--- config.mk ---
export PLATFORM = sky130hd
export DESIGN_NAME = opc_perf_ctrl
export DESIGN_NICKNAME = d
export VERILOG_FILES = /design/src/verilog/opc_pkg.sv /design/src/verilog/opc_lp_counters.sv /design/src/verilog/opc_perf_ctrl.sv
export SDC_FILE = /design/constraint.sdc
export NUM_CORES = 2
export LEC_CHECK = 0
export BUFFER_PORTS_ARGS = -buffer_cell sky130_fd_sc_hd__buf_2
export CORE_ASPECT_RATIO = 0.7
export CORE_MARGIN = 3
export CORE_UTILIZATION = 50
export CTS_CLUSTER_SIZE = 24
export DETAILED_ROUTE_END_ITERATION = 12
export PLACE_DENSITY = 0.69
export SKIP_CTS_REPAIR_TIMING = 1
export SKIP_LAST_GASP = 1
export SYNTH_ARGS = -nofsm -noshare
export SYNTH_HDL_FRONTEND = slang
export SYNTH_HIERARCHICAL = 1
export SYNTH_SLANG_ARGS = --single-unit
--- constraint.sdc ---
create_clock -name clk -period 6.4 [get_ports clk]
set_input_delay 0.32 -clock clk [delete_from_list [all_inputs] [get_ports clk]]
set_output_delay 0.32 -clock clk [all_outputs]
set_load 0.02 [all_outputs]
--- src/verilog/opc_pkg.sv ---
// Purpose: Shared constants and carriers for the opportunistic performance control block.
// Assumes: Registers are reached by model-specific register accesses from the local processor.
// Notes: Register indices are word-sized register numbers, not byte addresses.
package opc_pkg;
  localparam int LP_IDX_W = 4;
  localparam int REG_W = 64;
  localparam int ADDR_W = 32;

  // Register numbers.
  localparam logic [ADDR_W-1:0] MISC_FEATURE_ADDR = 32'h0000_01a0;
  localparam logic [ADDR_W-1:0] PERF_LEVEL_STATUS_ADDR = 32'h0000_0198;
  localparam logic [ADDR_W-1:0] PERF_TARGET_CONTROL_ADDR = 32'h0000_0199;
  localparam logic [ADDR_W-1:0] FIXED_RATE_ADDR = 32'h0000_00e7;
  localparam logic [ADDR_W-1:0] ACTUAL_PERF_ADDR = 32'h0000_00e8;
  localparam logic [ADDR_W-1:0] CORE_TICK_ADDR = 32'h0000_030a;
  localparam logic [ADDR_W-1:0] REF_TICK_ADDR = 32'h0000_030b;
  localparam logic [ADDR_W-1:0] PLATFORM_INFO_ADDR = 32'h0000_00ce;
  localparam logic [ADDR_W-1:0] TIMESTAMP_ADDR = 32'h0000_0010;
  localparam logic [ADDR_W-1:0] COUNTER_FREEZE_ADDR = 32'h0000_01d9;

  // Field positions.
  localparam int OPP_DISABLE_BIT = 38;
  localparam int DISENGAGE_BIT = 32;
  localparam int FREEZE_MGMT_BIT = 14;
  localparam int BASE_RATIO_LSB = 8;
  localparam int BASE_RATIO_W = 8;
  localparam int STATUS_POINT_W = 16;
  localparam int ID_OPP_ENABLED_BIT = 1;

  // Identification query and counter read selectors.
  localparam logic [31:0] POWER_LEAF = 32'h0000_0006;
  localparam logic [31:0] SEL_CORE_TICK = 32'h4000_0001;
  localparam logic [31:0] SEL_REF_TICK = 32'h4000_0002;

  // Reset values.
  localparam logic [REG_W-1:0] MISC_RESET_BASE = 64'h0000_0000_0000_0000;
  localparam logic [REG_W-1:0] ZERO_64 = 64'h0000_0000_0000_0000;

  // Counter slots inside one logical processor.
  localparam int CNT_NUM = 4;
  localparam int CNT_ACTUAL = 0;
  localparam int CNT_FIXED_RATE = 1;
  localparam int CNT_CORE = 2;
  localparam int CNT_REF = 3;

  typedef struct packed {
    logic valid;
    logic write;
    logic [LP_IDX_W-1:0] lp;
    logic [ADDR_W-1:0] addr;
    logic [REG_W-1:0] wdata;
  } opc_msr_req_s;

  typedef struct packed {
    logic valid;
    logic fault;
    logic [REG_W-1:0] rdata;
  } opc_msr_rsp_s;

  typedef struct packed {
    logic valid;
    logic [LP_IDX_W-1:0] lp;
    logic [31:0] sel;
  } opc_query_req_s;

  typedef struct packed {
    logic valid;
    logic fault;
    logic [REG_W-1:0] data;
  } opc_query_rsp_s;
endpackage

--- src/verilog/opc_lp_counters.sv ---
// Purpose: Activity counters of one logical processor.
// Assumes: Tick strobes come from clock logic on the same clock.
// Notes: A software write wins over a count in the same cycle.
`timescale 1ns/1ps
module opc_lp_counters #(
  parameter int CNT_W = 64
) (
  input wire logic clk,
  input wire logic srst,
  input wire logic freeze,
  input wire logic unhalted,
  input wire logic core_tick,
  input wire logic ref_tick,
  input wire logic [opc_pkg::CNT_NUM-1:0] wr_en,
  input wire logic [CNT_W-1:0] wdata,
  output logic [opc_pkg::CNT_NUM-1:0][CNT_W-1:0] cnt_q
);
  logic [opc_pkg::CNT_NUM-1:0][CNT_W-1:0] cnt_d;
  logic run;
  logic core_inc;
  logic ref_inc;
  logic ratio_wrap;

  assign run = unhalted & ~freeze;
  assign core_inc = run & core_tick;
  assign ref_inc = run & ref_tick;
  // When either ratio counter would wrap, both restart so the ratio stays meaningful.
  assign ratio_wrap = (core_inc & (&cnt_q[opc_pkg::CNT_ACTUAL]))
                    | (ref_inc & (&cnt_q[opc_pkg::CNT_FIXED_RATE]));

  always_comb begin
    cnt_d = cnt_q;
    if (ratio_wrap) begin
      cnt_d[opc_pkg::CNT_ACTUAL] = '0;
      cnt_d[opc_pkg::CNT_FIXED_RATE] = '0;
    end else begin
      cnt_d[opc_pkg::CNT_ACTUAL] = cnt_q[opc_pkg::CNT_ACTUAL] + CNT_W'(core_inc);
      cnt_d[opc_pkg::CNT_FIXED_RATE] = cnt_q[opc_pkg::CNT_FIXED_RATE] + CNT_W'(ref_inc);
    end
    cnt_d[opc_pkg::CNT_CORE] = cnt_q[opc_pkg::CNT_CORE] + CNT_W'(core_inc);
    cnt_d[opc_pkg::CNT_REF] = cnt_q[opc_pkg::CNT_REF] + CNT_W'(ref_inc);
    for (int i = 0; i < opc_pkg::CNT_NUM; i++) begin
      if (wr_en[i]) begin
        cnt_d[i] = wdata;
      end
    end
  end

  always_ff @(posedge clk) begin
    if (srst) begin
      cnt_q <= '0;
    end else begin
      cnt_q <= cnt_d;
    end
  end
endmodule // opc_lp_counters

--- src/verilog/opc_perf_ctrl.sv ---
// Purpose: Package-wide and per-processor control of opportunistic above-base operation.
// Assumes: Model-specific register, identification query and counter read requests come
// from the local core on clk; status inputs are from the same clock domain.
// Notes: Every request is answered one cycle after it is taken.
`timescale 1ns/1ps
module opc_perf_ctrl #(
  parameter int NUM_LP = 2,
  parameter bit HW_SUPPORT = 1'b1,
  parameter logic [7:0] BASE_RATIO = 8'h10
) (
  input wire logic clk,
  input wire logic srst,
  input wire opc_pkg::opc_msr_req_s msr_req,
  output opc_pkg::opc_msr_rsp_s msr_rsp,
  input wire opc_pkg::opc_query_req_s id_req,
  output opc_pkg::opc_query_rsp_s id_rsp,
  input wire opc_pkg::opc_query_req_s pmc_req,
  output opc_pkg::opc_query_rsp_s pmc_rsp,
  input wire logic [NUM_LP-1:0] lp_unhalted,
  input wire logic [NUM_LP-1:0] lp_core_tick,
  input wire logic [NUM_LP-1:0] lp_ref_tick,
  input wire logic [NUM_LP-1:0][opc_pkg::STATUS_POINT_W-1:0] lp_op_point,
  input wire logic mgmt_mode_active,
  input wire logic headroom_ok,
  input wire logic [NUM_LP-1:0] criteria_ok,
  output logic [NUM_LP-1:0] opp_eligible,
  output logic [NUM_LP-1:0] opp_engaged
);
  localparam int W = opc_pkg::REG_W;

  function automatic logic lp_in_range(input logic [opc_pkg::LP_IDX_W-1:0] lp);
    lp_in_range = (32'(lp) < NUM_LP);
  endfunction

  function automatic logic [W-1:0] status_word(input logic [opc_pkg::STATUS_POINT_W-1:0] pt);
    status_word = {{(W - opc_pkg::STATUS_POINT_W){1'b0}}, pt};
  endfunction

  // Shared and per-processor state.
  logic [W-1:0] misc_q;
  logic [W-1:0] misc_d;
  logic [NUM_LP-1:0][W-1:0] target_ctl_q;
  logic [NUM_LP-1:0][W-1:0] target_ctl_d;
  logic freeze_en_q;
  logic freeze_en_d;
  logic [W-1:0] tsc_q;
  logic [W-1:0] tsc_d;
  logic [NUM_LP-1:0][opc_pkg::CNT_NUM-1:0][W-1:0] cnt;
  logic [NUM_LP-1:0][opc_pkg::CNT_NUM-1:0] cnt_wr;

  // Registered outputs.
  opc_pkg::opc_msr_rsp_s msr_rsp_q;
  opc_pkg::opc_msr_rsp_s msr_rsp_d;
  opc_pkg::opc_query_rsp_s id_rsp_q;
  opc_pkg::opc_query_rsp_s id_rsp_d;
  opc_pkg::opc_query_rsp_s pmc_rsp_q;
  opc_pkg::opc_query_rsp_s pmc_rsp_d;
  logic [NUM_LP-1:0] eligible_q;
  logic [NUM_LP-1:0] eligible_d;
  logic [NUM_LP-1:0] engaged_q;
  logic [NUM_LP-1:0] engaged_d;

  // Decode.
  // Register numbers are compared whole, so no alias of a register answers.
  wire msr_lp_ok = lp_in_range(msr_req.lp);
  wire msr_wr = msr_req.valid & msr_req.write & msr_lp_ok;
  wire hit_misc = (msr_req.addr == opc_pkg::MISC_FEATURE_ADDR);
  wire hit_status = (msr_req.addr == opc_pkg::PERF_LEVEL_STATUS_ADDR);
  wire hit_target = (msr_req.addr == opc_pkg::PERF_TARGET_CONTROL_ADDR);
  wire hit_fixed = (msr_req.addr == opc_pkg::FIXED_RATE_ADDR);
  wire hit_actual = (msr_req.addr == opc_pkg::ACTUAL_PERF_ADDR);
  wire hit_core = (msr_req.addr == opc_pkg::CORE_TICK_ADDR);
  wire hit_ref = (msr_req.addr == opc_pkg::REF_TICK_ADDR);
  wire hit_plat = (msr_req.addr == opc_pkg::PLATFORM_INFO_ADDR);
  wire hit_tsc = (msr_req.addr == opc_pkg::TIMESTAMP_ADDR);
  wire hit_frz = (msr_req.addr == opc_pkg::COUNTER_FREEZE_ADDR);
  wire hit_ro = hit_status | hit_plat;
  wire hit_any = hit_misc | hit_status | hit_target | hit_fixed | hit_actual
               | hit_core | hit_ref | hit_plat | hit_tsc | hit_frz;
  wire opp_enabled = HW_SUPPORT & ~misc_q[opc_pkg::OPP_DISABLE_BIT];
  wire freeze = freeze_en_q & mgmt_mode_active;
  wire [W-1:0] plat_word = {{(W - opc_pkg::BASE_RATIO_LSB - opc_pkg::BASE_RATIO_W){1'b0}},
                            BASE_RATIO, {opc_pkg::BASE_RATIO_LSB{1'b0}}};

  // One counter set and one control word per logical processor.
  genvar g;
  generate
    for (g = 0; g < NUM_LP; g++) begin : g_lp
      wire lp_sel = msr_wr & (32'(msr_req.lp) == g);
      assign cnt_wr[g][opc_pkg::CNT_ACTUAL] = lp_sel & hit_actual;
      assign cnt_wr[g][opc_pkg::CNT_FIXED_RATE] = lp_sel & hit_fixed;
      assign cnt_wr[g][opc_pkg::CNT_CORE] = lp_sel & hit_core;
      assign cnt_wr[g][opc_pkg::CNT_REF] = lp_sel & hit_ref;

      opc_lp_counters #(
        .CNT_W(W)
      ) u_cnt (
        .clk(clk),
        .srst(srst),
        .freeze(freeze),
        .unhalted(lp_unhalted[g]),
        .core_tick(lp_core_tick[g]),
        .ref_tick(lp_ref_tick[g]),
        .wr_en(cnt_wr[g]),
        .wdata(msr_req.wdata),
        .cnt_q(cnt[g])
      );

      assign target_ctl_d[g] = (lp_sel & hit_target) ? msr_req.wdata : target_ctl_q[g];
      assign eligible_d[g] = opp_enabled & ~target_ctl_q[g][opc_pkg::DISENGAGE_BIT];
      assign engaged_d[g] = eligible_q[g] & headroom_ok & criteria_ok[g];
    end
  endgenerate

  // The whole word is writable; only the disable bit acts inside this block.
  // Shared disable bit.
  assign misc_d = (msr_wr & hit_misc) ? msr_req.wdata : misc_q;
  assign freeze_en_d = (msr_wr & hit_frz) ? msr_req.wdata[opc_pkg::FREEZE_MGMT_BIT] : freeze_en_q;
  // It never pauses for halt or management mode, so idle time can be measured against it.
  // Timestamp runs always.
  assign tsc_d = (msr_wr & hit_tsc) ? msr_req.wdata : tsc_q + W'(1);

  // Register read and write answers. Writes to read-only or unknown registers fault.
  always_comb begin
    msr_rsp_d = '0;
    msr_rsp_d.valid = msr_req.valid;
    if (!msr_req.valid) begin
      msr_rsp_d.valid = 1'b0;
    end else if (!msr_lp_ok || !hit_any) begin
      msr_rsp_d.fault = 1'b1;
    end else if (msr_req.write) begin
      msr_rsp_d.fault = hit_ro;
    end else if (hit_misc) begin
      msr_rsp_d.rdata = misc_q;
    end else if (hit_status) begin
      msr_rsp_d.rdata = status_word(lp_op_point[msr_req.lp]);
    end else if (hit_target) begin
      msr_rsp_d.rdata = target_ctl_q[msr_req.lp];
    end else if (hit_fixed) begin
      msr_rsp_d.rdata = cnt[msr_req.lp][opc_pkg::CNT_FIXED_RATE];
    end else if (hit_actual) begin
      msr_rsp_d.rdata = cnt[msr_req.lp][opc_pkg::CNT_ACTUAL];
    end else if (hit_core) begin
      msr_rsp_d.rdata = cnt[msr_req.lp][opc_pkg::CNT_CORE];
    end else if (hit_ref) begin
      msr_rsp_d.rdata = cnt[msr_req.lp][opc_pkg::CNT_REF];
    end else if (hit_plat) begin
      msr_rsp_d.rdata = plat_word;
    end else if (hit_tsc) begin
      msr_rsp_d.rdata = tsc_q;
    end else begin
      msr_rsp_d.rdata[opc_pkg::FREEZE_MGMT_BIT] = freeze_en_q;
    end
  end

  // Identification query; leaves other than the power leaf read zero.
  always_comb begin
    id_rsp_d = '0;
    id_rsp_d.valid = id_req.valid;
    if (!id_req.valid) begin
      id_rsp_d.valid = 1'b0;
    end else if (!lp_in_range(id_req.lp)) begin
      id_rsp_d.fault = 1'b1;
    end else if (id_req.sel == opc_pkg::POWER_LEAF) begin
      id_rsp_d.data[opc_pkg::ID_OPP_ENABLED_BIT] = opp_enabled;
    end
  end

  // Counter read instruction.
  // Unknown selectors fault rather than read zero, so a typo never looks like an idle counter.
  always_comb begin
    pmc_rsp_d = '0;
    pmc_rsp_d.valid = pmc_req.valid;
    if (!pmc_req.valid) begin
      pmc_rsp_d.valid = 1'b0;
    end else if (!lp_in_range(pmc_req.lp)) begin
      pmc_rsp_d.fault = 1'b1;
    end else if (pmc_req.sel == opc_pkg::SEL_CORE_TICK) begin
      pmc_rsp_d.data = cnt[pmc_req.lp][opc_pkg::CNT_CORE];
    end else if (pmc_req.sel == opc_pkg::SEL_REF_TICK) begin
      pmc_rsp_d.data = cnt[pmc_req.lp][opc_pkg::CNT_REF];
    end else begin
      pmc_rsp_d.fault = 1'b1;
    end
  end

  always_ff @(posedge clk) begin
    if (srst) begin
      misc_q <= opc_pkg::MISC_RESET_BASE | (W'(HW_SUPPORT) << opc_pkg::OPP_DISABLE_BIT);
    end else begin
      misc_q <= misc_d;
    end
  end

  // Each processor keeps its own word, so a disengage never reaches a sibling.
  always_ff @(posedge clk) begin
    if (srst) begin
      target_ctl_q <= '0;
    end else begin
      target_ctl_q <= target_ctl_d;
    end
  end

  // Freeze starts off so counters run until software asks otherwise.
  always_ff @(posedge clk) begin
    if (srst) begin
      freeze_en_q <= 1'b0;
    end else begin
      freeze_en_q <= freeze_en_d;
    end
  end

  always_ff @(posedge clk) begin
    if (srst) begin
      tsc_q <= opc_pkg::ZERO_64;
    end else begin
      tsc_q <= tsc_d;
    end
  end

  // Answers leave flip-flops, which costs one cycle of latency on every request.
  always_ff @(posedge clk) begin
    if (srst) begin
      msr_rsp_q <= '0;
    end else begin
      msr_rsp_q <= msr_rsp_d;
    end
  end

  always_ff @(posedge clk) begin
    if (srst) begin
      id_rsp_q <= '0;
    end else begin
      id_rsp_q <= id_rsp_d;
    end
  end

  always_ff @(posedge clk) begin
    if (srst) begin
      pmc_rsp_q <= '0;
    end else begin
      pmc_rsp_q <= pmc_rsp_d;
    end
  end

  // Eligibility lags a register write request by two cycles and engagement by one more.
  always_ff @(posedge clk) begin
    if (srst) begin
      eligible_q <= '0;
    end else begin
      eligible_q <= eligible_d;
    end
  end

  always_ff @(posedge clk) begin
    if (srst) begin
      engaged_q <= '0;
    end else begin
      engaged_q <= engaged_d;
    end
  end

  assign msr_rsp = msr_rsp_q;
  assign id_rsp = id_rsp_q;
  assign pmc_rsp = pmc_rsp_q;
  assign opp_eligible = eligible_q;
  assign opp_engaged = engaged_q;
endmodule // opc_perf_ctrl

After elaboration in Yosys (flattened, before gate mapping):

Index checks and enable logic that the tools add are counted.

* output and inout bits: 202
* bits in registers: 971
* logic and storage cells: 164
* input port bits: 220

* magnitude comparators: 5
* add/sub/neg operators: 9
* bitwise logic cells: 56
* equality and inequality tests: 14
* mux-type cells: 41
* reduce and logical (&&, ||, !) cells: 14

Operator list (number)
* 64-bit two-way mux: 21
* 256-bit two-way mux: 4
* 64-bit by 1-bit adder with 64-bit output: 8
* 128-bit two-way mux: 2
* 64-bit AND reduction: 4
* 32-bit by 9-bit equality test with 1-bit output, second input constant: 4
* 32-bit by 8-bit equality test with 1-bit output, second input constant: 3
* 64-bit by 1-bit adder with 64-bit output, second input constant: 1
* 32-bit by 10-bit equality test with 1-bit output, second input constant: 2
* 32-bit by 31-bit equality test with 1-bit output, second input constant: 2
* 49-bit two-way mux: 1
* 1-bit AND: 34
* 32-bit by 3-bit equality test with 1-bit output, second input constant: 1
* 32-bit by 5-bit equality test with 1-bit output, second input constant: 1
* 16-bit two-way mux: 2
* 4-bit by 2-bit less-than comparator with 1-bit output, second input constant: 5
* 14-bit two-way mux: 1
* 1-bit OR: 12
* 1-bit two-way mux: 10
* 1-bit inverter: 10
* 4-bit OR reduction: 2
* 2-bit OR reduction: 3
* 4-bit by 1-bit equality test with 1-bit output, second input constant: 1
* 4-bit zero test: 1
* other kinds (3): 4

Depth between registers and ports, before layout:

* word-level depth: 13
* mapped depth: 13
* depth with buffers taken out: 11

By module:

Netlist, hierarchy kept.

By module, submodules not included
* opc_perf_ctrl: cells an instance 2725, times used 1, area each 22937.0 um2, seq. area each 7927.6 um2
* opc_lp_counters (g_lp[1].u_cnt): cells an instance 1789, times used 1, area each 14138.6 um2, seq. area each 5124.9 um2
* opc_lp_counters (g_lp[0].u_cnt): cells an instance 1837, times used 1, area each 14119.8 um2, seq. area each 5124.9 um2

Worst setup path after synthesis:

No wires, ideal clock.

* path kind: input to register
* from: in msr_req[87] (netlist name)
* to: reg g_lp[1].u_cnt/cnt_q[15] (netlist name)
* cell stages on the path: 13
* setup time: 0.069 ns
* data arrival time: 3.208 ns
* required time: 6.331 ns
* buffers on the path: 4
* path slack: 3.123 ns
* path through: or4_1 -> or3_1 -> buf_4 -> nor2_8 -> nand3_2 -> clkbuf_1 -> nor2_1 -> clkbuf_1 -> clkinv_1 -> nor2_1 -> clkbuf_1 -> nand2_1 -> o21ai_1

RTL lines
* start, declared: RTL line opc_perf_ctrl.sv:13 `input wire opc_pkg::opc_msr_req_s msr_req,`
* end signal, assigned: RTL line opc_lp_counters.sv:53 `cnt_q <= cnt_d;`
* end, declared: RTL line opc_lp_counters.sv:16 `output logic [opc_pkg::CNT_NUM-1:0][CNT_W-1:0] cnt_q`

Worst setup path in the final report:

* from: reg freeze_en_q
* to: reg g_lp[0].u_cnt/cnt_q[171] (netlist name)

* longest elaborated chain between the ends: 6

RTL lines
* start, declared: RTL line opc_perf_ctrl.sv:44 `logic freeze_en_q;`
* start signal, assigned: RTL line opc_perf_ctrl.sv:209 `freeze_en_q <= freeze_en_d;`
* 1-bit AND: RTL line opc_perf_ctrl.sv:81 `wire freeze = freeze_en_q & mgmt_mode_active;`
* named net freeze: RTL line opc_perf_ctrl.sv:81
* 1-bit inverter: RTL line opc_lp_counters.sv:24 `assign run = unhalted & ~freeze;`
* 1-bit AND: RTL line opc_lp_counters.sv:24
* 1-bit AND: RTL line opc_lp_counters.sv:25 `assign core_inc = run & core_tick;`
* 64-bit by 1-bit adder with 64-bit output: RTL line opc_lp_counters.sv:40 `cnt_d[opc_pkg::CNT_CORE] = cnt_q[opc_pkg::CNT_CORE] + CNT_W'(core_inc);`
* 64-bit two-way mux: RTL line opc_lp_counters.sv:43 `if (wr_en[i]) begin`
* end signal, assigned: RTL line opc_lp_counters.sv:53
* end, declared: RTL line opc_lp_counters.sv:16

The timed path passes the listed nets, and every way through them passes these cells.
A chain may end at the register's enable or synchronous reset.

==> results.yml <==
outcome:
  outcome: "finished clean"
timing:
  period_needed_ps: 4230
  rsz0062_at_grt: "false"
  final_max_slew_viol_count: 0
  setup_viol: 0
  finClkSkew_ps: 32.5
  period_share_pct: 66.2
  slew_headroom_pct: 13.6
  hold_viol_final: 0
  fin_tns_setup_ps: 0
  fmax_mhz: 236
  worst_pin_slew_ps: 1300
placement:
  dpl.hpwl_mm: 142
  port_buffers: 357
  gp_congestion: 1.04
  place_area_sq_um: 53400
synth:
  synthCells: 6351
  async_reset_ff_share_pct: 0
  synth_area_sq_um: 51200
  netlist.area_leader.share_pct: 35.5
  syn_area_per_cell_sq_um: 8.06
  synth_top_family_by_area: "simple AND/OR/NAND/NOR gates"
  muxShareOfSynthArea_pct: 10.3
  ys_types: 84
  ys.flop_type: "dfxtp_1"
  synthAdderAreaFrac_pct: 0.415
  synthSimpleGateAreaFrac_pct: 23.9
  yosysSeqAreaShare_pct: 35.5
  synth-xor-area-share_pct: 9.05
  synthTopCellsByArea: "dfxtp_1 36%, mux2i_1 8.1%, nand2_1 6.8%"
  ys.warnings.count: 6
  synth_edf_count: 0
  ys_seq_elements: 908
  synth_compound_gate_area_share_pct: 15.5
  yosysTopAreaCell: "dfxtp_1"
clocking:
  cts_tree: "yes"
  clock_sinks: 908
  cts_buffer_depth: 3
  htree_levels: 3
  clkTransAtPathRegs_ps: 70
  cts_buffers: 91
  clock_latency_ps: 710
  cts_root_buf: "clkbuf_16"
setup_path:
  cp_num_buf_inv: 1
  crit_path_cell_trace: "and2_1 -> nand3b_1 -> inv_1 -> ha_1 -> nand4_1 -> nor2_1 -> nand4_1 -> or4_1 -> xnor2_1 -> o21a_1"
  cp_top_family: "simple AND/OR/NAND/NOR gates"
  crit_type: "flop to flop"
  worstRegToRegCells: 10
  cpMaxStageDelayCell: "nand4_1"
  cp.depth: 10
  critPathLaunchType: "flop"
  critPathArrivalTime_ps: 4810
  r2r-end: "g_lp[0].u_cnt/cnt_q[171]"
  max_stage_delay_ps: 740
  cpMostUsedCell: "nand4_1"
  reg2reg_setup_slack_ps: 2170
  timing.rr.start: "freeze_en_q"
  worstPathRequired_ps: 6980
  cp-end-kind: "flop"
  cp_max_fo: 13
detailed_routing:
  num_vias: 50000
  drtPass1Iterations: 7
  viasPerCell: 6.35
  drtIter0Drc: 7715
  wirelength_mm: 197
  drt-wirelength-per-cell_microns: 25.0
  antenna_left: 0
  drc: 0
grt:
  grt_pass1_vias: 43700
  grt_max_degree: 148
  groute.usage.overall_pct: 35.1
  gr-total-overflow: 0
  antenna_found_initial: 6
  grt_pass1_wl_mm: 286
die:
  die_y_microns: 274
  coreArea_sq_um: 101000
  start_util_pct: 50.8
  fp-row-count: 97
  pin_count: 422
  die_w_microns: 388
  design.die.area_sq_um: 106000
layout:
  final_core_util_pct: 56.4
  layout-drive-gt1-share_pct: 11.8
  fillCellCount: 9364
  area_growth_pct: 10.9
  fin_area_sq_um: 56800
  nNetsFinal: 6705
pwr:
  ir_worst_vdd_v: 0.000194
  total_power_uw: 12200
  power.leakage_uw: 0.0201
  power_density_nw_per_um2: 215
job:
  maxCapViolCount: 0
min_path:
  worstHoldStart: "msr_req[34]"
  min_path_cells: 3
  hold_path_end: "g_lp[1].u_cnt/cnt_q[98]"
  min_path_type: "input port to flop"
-- cells in the final DEF, fill, tap and decap left out, types with 17 or more instances in the layout --
master and n:
nand3_1 243, nor2_1 525, o22a_1 65, mux2_2 100, a21oi_1 461, buf_4 59, nand4_1 218, and3_1 76
nor3_1 143, inv_1 128, nand2_1 920, a22oi_1 25, o21ai_1 81, or3_1 77, o2bb2ai_1 49, clkinv_2 17
conb_1 63, ha_1 17, a21o_1 89, and2_1 28, o21ai_0 159, dfxtp_1 908, xnor2_1 337, o221ai_1 58
xor2_1 192, mux2i_1 414, and4_1 50, buf_2 354, o22ai_1 31, clkbuf_8 18, a211oi_1 106, clkbuf_16 93
a221oi_1 54, nor4_1 102
-- sequential cells by signal (all words and copies together) (netlist names) --
register          count
g_lp.u_cnt/cnt_q    512
target_ctl_q        128
msr_rsp              66
pmc_rsp              66
misc_q               64
tsc_q                64
id_rsp                3
opp_eligible          2
opp_engaged           2
freeze_en_q           1
-- report_power, final --
| part | total (uW) | switching [uW] | internal [uW] |
|---|---|---|---|
| clock network | 5880 | 2480 | 3410 |
| registers | 5670 | 12.5 | 5660 |
| logic | 637 | 465 | 172 |
-- synth_stat cells (14+ instances only) --
cell	number
a211oi_1	106
a21o_1	89
a21oi_1	461
a221oi_1	54
a22oi_1	25
and2_1	28
and3_1	77
and4_1	50
buf_1	23
buf_2	61
buf_4	71
buf_6	14
clkbuf_1	304
dfxtp_1	908
ha_1	17
inv_1	130
mux2_2	100
mux2i_1	414
nand2_1	923
nand3_1	245
nand4_1	218
nor2_1	532
nor3_1	147
nor4_1	106
o21ai_0	159
o21ai_1	81
o221ai_1	58
o22a_1	65
o22ai_1	32
o2bb2ai_1	49
or3_1	78
xnor2_1	337
xor2_1	192
-- cell families after synthesis --
group,count (synthesis)
muxes,514
DFF,908
buffers and inverters,606
other,1
and+or+nand+nor,2528
xor gates and xnor gates,529
adders and majority gates,17
AOI/OAI and AO/OA,1248
-- per-stage QoR --
step | setup WS [ps] | std cells | hold WS, ps
2_1_floorplan | 3120 | 6413 | 399
3_3_place_gp | 1890 | 7696 | 436
3_5_place_dp | 1810 | 7696 | 442
4_1_cts | 2330 | 7863 | -172
5_1_grt | 2070 | 7878 | 25.7
6_report | 2170 | 7880 | 60.7
-- how the worst max path moves through the flow --
stage / from / end / slack, ps
after floorplan: msr_req[87] / g_lp[1].u_cnt/cnt_q[15] / 3120
after global placement: msr_req[87] / g_lp[1].u_cnt/cnt_q[12] / 1890
after detailed placement: msr_req[87] / g_lp[1].u_cnt/cnt_q[52] / 1810
after CTS: freeze_en_q / g_lp[0].u_cnt/cnt_q[171] / 2330
after global routing: freeze_en_q / g_lp[0].u_cnt/cnt_q[44] / 2070
final: freeze_en_q / g_lp[0].u_cnt/cnt_q[171] / 2170
-- worst min-delay path, delay by kind of cell --
| kind | cells | cell delay (ps) |
|---|---|---|
| AOI/OAI and AO/OA | 1 | 60 |
| buffers and inverters | 1 | 230 |
| and+or+nand+nor | 1 | 100 |
-- cell type report --
cell class | instances | area (sq um) | area share [%]
Clock buffer | 119 | 2610 | 4.59
Clock inverter | 48 | 638 | 1.12
Multi-Input combinational cell | 4899 | 30700 | 54.1
Timing Repair Buffer | 435 | 2490 | 4.38
Antenna cell | 2 | 5.00 | 0.00881
Tap cell | 1336 | 1670 | 2.94
Sequential cell | 908 | 18200 | 32.0
Inverter | 133 | 499 | 0.879
-- per-layer routing --
layer,routed length (microns),vias up,GRT usage (%),part of all wire (%)
met3,31800,310,12.8,16
met1,85300,23700,53.3,43
met2,75200,3285,46.2,38
li1,-,22700,-,-
met5,35,-,0,0.018
met4,4780,6,7.94,2.4
Power figures use the tool's default switching activity.
